--- src/rtl/mcd_pkg.sv ---
// Contract
// - a level change on a watched modem input that matches a selected transition sets its change flag.
// - change flags sit at bit 7 (data set ready), bit 6 (carrier detect) and bit 5 (clear to send); bits 4:0 read zero.
// - a detected change raises the modem service request only when its service request enable is set.
// - once the service request is raised the change flags stop updating until end of service is written.
// - option one bit 7 selects detection of a zero-to-one change of the data set ready value bit.
// - option one bits 6 and 5 select zero-to-one detection on carrier detect and clear to send.
// - option one bits 3:0 hold the automatic terminal ready threshold; zero turns the feature off.
// - a nonzero threshold is a binary count of received characters.
// - signal value bits are inverted against the active-low pins.
// - option two bits 7, 6 and 5 select one-to-zero detection on the three inputs.
package mcd_pkg;
    localparam logic [7:0] ADDR_OPT_ONE   = 8'h10;
    localparam logic [7:0] ADDR_OPT_TWO   = 8'h11;
    localparam logic [7:0] ADDR_FLAGS     = 8'h12;
    localparam logic [7:0] ADDR_SIG_VAL   = 8'h28;
    localparam logic [7:0] ADDR_IRQ_STAT  = 8'h30;
    localparam logic [7:0] ADDR_IRQ_MASK  = 8'h31;
    localparam logic [7:0] ADDR_SRQ_EN    = 8'h32;
    localparam logic [7:0] ADDR_END_SVC   = 8'h33;
    localparam logic [7:0] RESET_VAL      = 8'h00;
    localparam int         BIT_DSR        = 7;
    localparam int         BIT_CD         = 6;
    localparam int         BIT_CTS        = 5;
    localparam int         BIT_DTR        = 1;
    localparam int         BIT_RTS        = 0;
    localparam logic [7:0] WATCH_MASK     = 8'hE0;
    localparam logic [3:0] THR_OFF        = 4'h0;
    localparam logic [1:0] WARM_DONE      = 2'h3;
    localparam int         IRQ_CHANGE     = 0;
    localparam int         IRQ_SRQ        = 1;

    typedef struct packed {
        logic dsr;
        logic cd;
        logic cts;
    } mcd_modem_in_t;

    typedef struct packed {
        logic [7:0] addr;
        logic [7:0] wdata;
        logic       wr;
        logic       rd;
    } mcd_bus_req_t;
endpackage

--- src/rtl/mcd_modem_change.sv ---
`timescale 1ns/1ps
module mcd_modem_change
    import mcd_pkg::*;
(
    input  wire logic          CLK,
    input  wire logic          RST,
    input  wire mcd_bus_req_t  BUS,
    output logic [7:0]         RDATA,
    input  wire mcd_modem_in_t PIN_N,
    input  wire logic [3:0]    RX_FILL,
    output logic               DTR_N,
    output logic               RTS_N,
    output logic               SRQ,
    output logic               IRQ
);
    logic [2:0] sync1_r, sync2_r, prev_r;
    logic [1:0] warm_r;
    logic [7:0] opt1_r, opt1_nxt, opt2_r, opt2_nxt, flags_r, flags_nxt;
    logic [7:0] rd_r, rd_nxt, stat_r, stat_nxt, mask_r, mask_nxt;
    logic [2:0] srq_en_r, srq_en_nxt;
    logic [1:0] ctl_r, ctl_nxt;
    logic       srq_r, srq_nxt, dtr_n_r, dtr_n_nxt, irq_r, irq_nxt;
    logic [2:0] val, rise, fall, hit;
    logic [7:0] sv;
    logic [7:0] ev;

    always_ff @(posedge CLK) begin
        if (RST) begin
            sync1_r <= 3'h0;
            sync2_r <= 3'h0;
            prev_r  <= 3'h0;
            warm_r  <= 2'h0;
        end else begin
            sync1_r <= ~PIN_N;
            sync2_r <= sync1_r;
            prev_r  <= sync2_r;
            // edges count only once the previous value holds a real pin sample
            warm_r  <= (warm_r == WARM_DONE) ? WARM_DONE : warm_r + 2'h1;
        end
    end

    always_comb begin
        val  = sync2_r;
        rise = val & ~prev_r;
        fall = ~val & prev_r;
        hit  = ((rise & opt1_r[7:5]) | (fall & opt2_r[7:5])) & {3{warm_r == WARM_DONE}};
        sv   = {val, 3'h0, ~dtr_n_r, ctl_r[BIT_RTS]};
        opt1_nxt   = opt1_r;
        opt2_nxt   = opt2_r;
        flags_nxt  = flags_r;
        srq_en_nxt = srq_en_r;
        ctl_nxt    = ctl_r;
        mask_nxt   = mask_r;
        srq_nxt    = srq_r;
        stat_nxt   = stat_r;
        ev         = 8'h00;
        rd_nxt     = 8'h00;
        if (BUS.wr) begin
            unique case (BUS.addr)
                ADDR_OPT_ONE:  opt1_nxt   = BUS.wdata & 8'hEF;
                ADDR_OPT_TWO:  opt2_nxt   = BUS.wdata & WATCH_MASK;
                ADDR_FLAGS:    flags_nxt  = BUS.wdata & WATCH_MASK;
                ADDR_SIG_VAL:  ctl_nxt    = BUS.wdata[1:0];
                ADDR_IRQ_STAT: stat_nxt   = stat_r & ~BUS.wdata;
                ADDR_IRQ_MASK: mask_nxt   = BUS.wdata;
                ADDR_SRQ_EN:   srq_en_nxt = BUS.wdata[7:5];
                ADDR_END_SVC:  srq_nxt    = 1'b0;
                default: ;
            endcase
        end
        if (!srq_r) begin
            flags_nxt[7:5] = flags_nxt[7:5] | hit;
            if (|(hit & srq_en_r)) begin
                srq_nxt = 1'b1;
            end
        end
        ev[IRQ_CHANGE] = !srq_r && |hit;
        ev[IRQ_SRQ]    = srq_nxt && !srq_r;
        stat_nxt = stat_nxt | ev;
        if (BUS.rd) begin
            unique case (BUS.addr)
                ADDR_OPT_ONE:  rd_nxt = opt1_r;
                ADDR_OPT_TWO:  rd_nxt = opt2_r;
                ADDR_FLAGS:    rd_nxt = flags_r & WATCH_MASK;
                ADDR_SIG_VAL:  rd_nxt = sv;
                ADDR_IRQ_STAT: rd_nxt = stat_r;
                ADDR_IRQ_MASK: rd_nxt = mask_r;
                ADDR_SRQ_EN:   rd_nxt = {srq_en_r, 4'h0, srq_r};
                default:       rd_nxt = 8'h00;
            endcase
        end
        // auto terminal ready: off when threshold zero, else follows receive fill
        if (opt1_r[3:0] == THR_OFF) begin
            dtr_n_nxt = ~ctl_r[BIT_DTR];
        end else begin
            dtr_n_nxt = (RX_FILL >= opt1_r[3:0]);
        end
        irq_nxt = |(stat_nxt & mask_nxt);
    end

    always_ff @(posedge CLK) begin
        if (RST) begin
            opt1_r   <= RESET_VAL;
            opt2_r   <= RESET_VAL;
            flags_r  <= RESET_VAL;
            srq_en_r <= 3'h0;
            ctl_r    <= 2'h0;
            mask_r   <= RESET_VAL;
            stat_r   <= RESET_VAL;
            srq_r    <= 1'b0;
            rd_r     <= RESET_VAL;
            dtr_n_r  <= 1'b1;
            irq_r    <= 1'b0;
            RTS_N    <= 1'b1;
        end else begin
            opt1_r   <= opt1_nxt;
            opt2_r   <= opt2_nxt;
            flags_r  <= flags_nxt;
            srq_en_r <= srq_en_nxt;
            ctl_r    <= ctl_nxt;
            mask_r   <= mask_nxt;
            stat_r   <= stat_nxt;
            srq_r    <= srq_nxt;
            rd_r     <= rd_nxt;
            dtr_n_r  <= dtr_n_nxt;
            irq_r    <= irq_nxt;
            RTS_N    <= ~ctl_nxt[BIT_RTS];
        end
    end

    assign RDATA = rd_r;
    assign DTR_N = dtr_n_r;
    assign SRQ   = srq_r;
    assign IRQ   = irq_r;
endmodule

--- config.mk ---
export PLATFORM = sky130hd
export DESIGN_NAME = mcd_modem_change
export DESIGN_NICKNAME = d
export VERILOG_FILES = /design/src/rtl/mcd_pkg.sv /design/src/rtl/mcd_modem_change.sv
export SDC_FILE = /design/constraint.sdc
export NUM_CORES = 1
export LEC_CHECK = 0
export BUFFER_PORTS_ARGS = -buffer_cell sky130_fd_sc_hd__buf_4
export CAP_MARGIN = 20
export CORE_MARGIN = 5
export CORE_UTILIZATION = 50
export CTS_CLUSTER_SIZE = 16
export DETAILED_ROUTE_END_ITERATION = 16
export GPL_TIMING_DRIVEN = 0
export PLACE_DENSITY = 0.72
export SETUP_SLACK_MARGIN = 0.05
export SLEW_MARGIN = 20
export SYNTH_ARGS = -nofsm -noshare
export SYNTH_HDL_FRONTEND = slang
export SYNTH_SLANG_ARGS = --single-unit
--- constraint.sdc ---
create_clock -name CLK -period 4.4 [get_ports CLK]
set_input_delay 0.88 -clock CLK [delete_from_list [all_inputs] [get_ports CLK]]
set_output_delay 0.88 -clock CLK [all_outputs]
set_load 0.005 [all_outputs]
==> flow_summary_export.csv <==
group,metric,value,unit
die,die_w,82.2,microns
placed_design,hpwl,4540,microns
timing,tightest_slew,854,ps
timing,period_minus_slack,2640,ps
logic_synthesis,synth_area,2610,sq um
placed_design,dpl_cell_area,2960,sq um
detailed_routing,via_per_inst,5.60,
clock_network,cts_hold_buf,0,
die,die_h,82.2,microns
detailed_routing,antenna_left,0,
logic_synthesis,syn_inst,278,
timing,finalWorstSetupSlack,1760,ps
placed_design,place_congestion,0.855,
logic_synthesis,syn_nets,309,
die,start_util,51.4,%
layout,multi_input_area,1330,sq um
logic_synthesis,synth.top_cell.area_share,43.8,%
layout,final_core_util,61.8,%
timing,maxSlewHeadroom,42.7,%
layout,nets,356,
die,core,5070,sq um
logic_synthesis,synth_edf_count,0,
worst_setup_path,crit_type,"primary input to register",
layout,drive_gt1_share,22.7,%
pwr,total_power,1.02,mW
detailed_routing,met1_length,3000,microns
logic_synthesis,yosys_warnings,0,
clock_network,clk_pin_slew,60,ps
die,std_cell_rows,26,
worst_setup_path,path_cells,"buf_4, or2_1, buf_6, nor4_2, a31oi_1, a222oi_1, a41oi_1",
pwr,pwr-share-comb,6.4,%
detailed_routing,first_iter_violations,217,
global_route,overflow,0,
logic_synthesis,synth_common_cells,"57 x dfxtp_1, 33 x nor2_1, 23 x a21oi_1",
worst_setup_path,crit_path_start_kind,"primary input",
logic_synthesis,yosys-top-cells-area,"dfxtp_1 44%, mux2i_1 7.7%, nor2_1 4.8%",
logic_synthesis,yosysUniqueCellTypes,48,
clock_network,cts_tree,"done",
global_route,grt_antenna_before_repair,0,
clock_network,cts_buffers,9,
pwr,power_density,325,nW/um^2
job,maxCapViolations,0,
worst_setup_path,cp-end-kind,"register",
detailed_routing,wl,6450,microns
pwr,intPower,784,uW
detailed_routing,met3WireLength,479,microns
timing,timing.fmax,378,MHz
die,die_area,6760,sq um
pwr,seq_power_share,51.4,%
clock_network,ctsRootBufferMaster,"clkbuf_8",
timing,skew,10.6,ps
pwr,p_leak,1.18,nW
detailed_routing,wl_met2,2850,microns
clock_network,cts.sinks,57,
worst_setup_path,cp_slowest_cell,"nor4_2",
logic_synthesis,ys_ff_latch,57,
timing,drv_slew,0,
logic_synthesis,synth_most_common_cell,"dfxtp_1",
clock_network,htree_levels,3,
global_route,grt_max_degree,11,
timing,fin_tns_setup,0,ps
die,io_pins,39,
pwr,peakVddDrop,235,uV
run_status,status,"completed",
worst_setup_path,critical_path.max_stage_delay,630,ps
placed_design,port_buffers,36,
placed_design,dp_slack,1450,ps
timing,post-route-period-util,60.1,%
detailed_routing,vias,2241,
hold_path,hold_path_class,"register to register",
clock_network,cts-resized-gates,0,
worst_setup_path,cp.required,4590,ps
logic_synthesis,syn-mean-instance-area,9.38,sq um
layout,area_delta_synth_final,20.4,%
global_route,gr-usage-all-layers,20.5,%
detailed_routing,detail_route.wl_per_cell,16.1,microns
layout,fillCellCount,452,
pwr,p_sw,237,uW
worst_setup_path,cp.arrival,2830,ps
logic_synthesis,async_reset_ff_share,0,%
global_route,grt_pass1_vias,2054,
layout,regArea,1140,sq um
detailed_routing,firstDrtPassIters,5,
clock_network,cts_setup_buffers,0,
logic_synthesis,ys_seq_area_share,43.8,%
detailed_routing,drc_errors,0,
logic_synthesis,synth_top_cell_by_area,"dfxtp_1",
layout,final_area,3140,sq um
pwr,p_sw_share,23.3,%
global_route,grt_pass1_wl,10000,microns
logic_synthesis,synthFlopType,"dfxtp_1",
layout,diodes,0,
pwr,clkPwrFrac,42.2,%
worst_setup_path,path_delay_family,"simple AND/OR/NAND/NOR gates",
clock_network,cts_buffer_depth,2,
timing,setup_viol,0,
timing,rsz0062_at_grt,"no",
timing,hold_violations,0,
detailed_routing,top_layer,"met4",
worst_setup_path,cp_max_fo,7,
clock_network,clock_latency,340,ps
worst_setup_path,timing.critical_path.buf_inv,2,
-- layer usage --
| metal | GRT usage, % | vias up |
|---|---|---|
| met2 | 29.6 | 85 |
| met4 | 10.1 | 0 |
| li1 | - | 1088 |
| met5 | 0 | - |
| met3 | 5.75 | 9 |
| met1 | 27.9 | 1059 |
-- worst paths after layout --
| check | start | to | slack (ps) | depth (start not counted) |
|---|---|---|---|---|
| min reg2reg | sync1_r[2] | sync2_r[2] | 440 | 1 |
| min | sync1_r[2] | sync2_r[2] | 440 | 1 |
| max | BUS[13] | IRQ | 1760 | 7 |
| max reg2reg | opt1_r[0] | DTR_N | 2700 | 6 |
-- cell type report --
type                       count  area share, %
multi-input combinational    196           42.5
sequential                    57           36.4
timing repair buffer          36           8.61
clock buffer                  13           5.06
tap                           70           2.79
buffer                        13           2.75
inverter                      12           1.44
clock inverter                 3          0.478
-- power by group through the flow --
stage	Combinational, mW	Sequential (mW)	Clock, mW
5_1_grt	0.0704	0.525	0.467
3_5_place_dp	0.0643	0.536	0
4_1_cts	0.0645	0.525	0.442
6_report	0.0651	0.525	0.431
3_3_place_gp	0.0636	0.536	0
2_1_floorplan	0.0313	0.535	0
-- cell usage in the layout (no fill, tap or decap), drive strengths merged, types with 4 or more instances in the layout --
cell type,n
mux2i,20
or2,5
mux2,7
ha,4
nor2b,19
nor2,34
a211oi,5
nand3b,6
a222oi,5
buf,40
clkbuf,22
nand2,17
nand3,12
a21oi,23
inv,12
dfxtp,57
a21boi,5
-- worst register-to-register path, stage by stage (launching register included) --
cell and delay (ps):
dfxtp_1 410, ha_1 250, nand2b_1 140, a21o_1 170, a21o_1 170, a211o_1 280, a21o_1 170
-- metrics by stage --
step           hold WS, ps  std cells
2_1_floorplan          414        278
3_3_place_gp           416        384
3_5_place_dp           423        384
4_1_cts                439        400
5_1_grt                464        400
6_report               438        400
-- cell families (layout without fill, tap and decap cells) --
kind of cell / count (synthesis) / after routing / share of synthesized area, %
compound gates: 55 / 55 / 14.1
fa+ha+maj: 4 / 4 / 1.92
buf+inv: 25 / 77 / 5.04
flops: 57 / 57 / 43.8
mux: 27 / 27 / 10.8
simple gates: 110 / 110 / 24.3
-- state kept, by name (all words and copies together) (netlist names) --
register	count
srq_en_r	3
opt2_r	3
IRQ	1
sync1_r	3
opt1_r	7
RDATA	8
stat_r	8
prev_r	3
ctl_r	2
mask_r	8
sync2_r	3
SRQ	1
RTS_N	1
DTR_N	1
flags_r	3
warm_r	2
(Power assumes the default switching activity.)
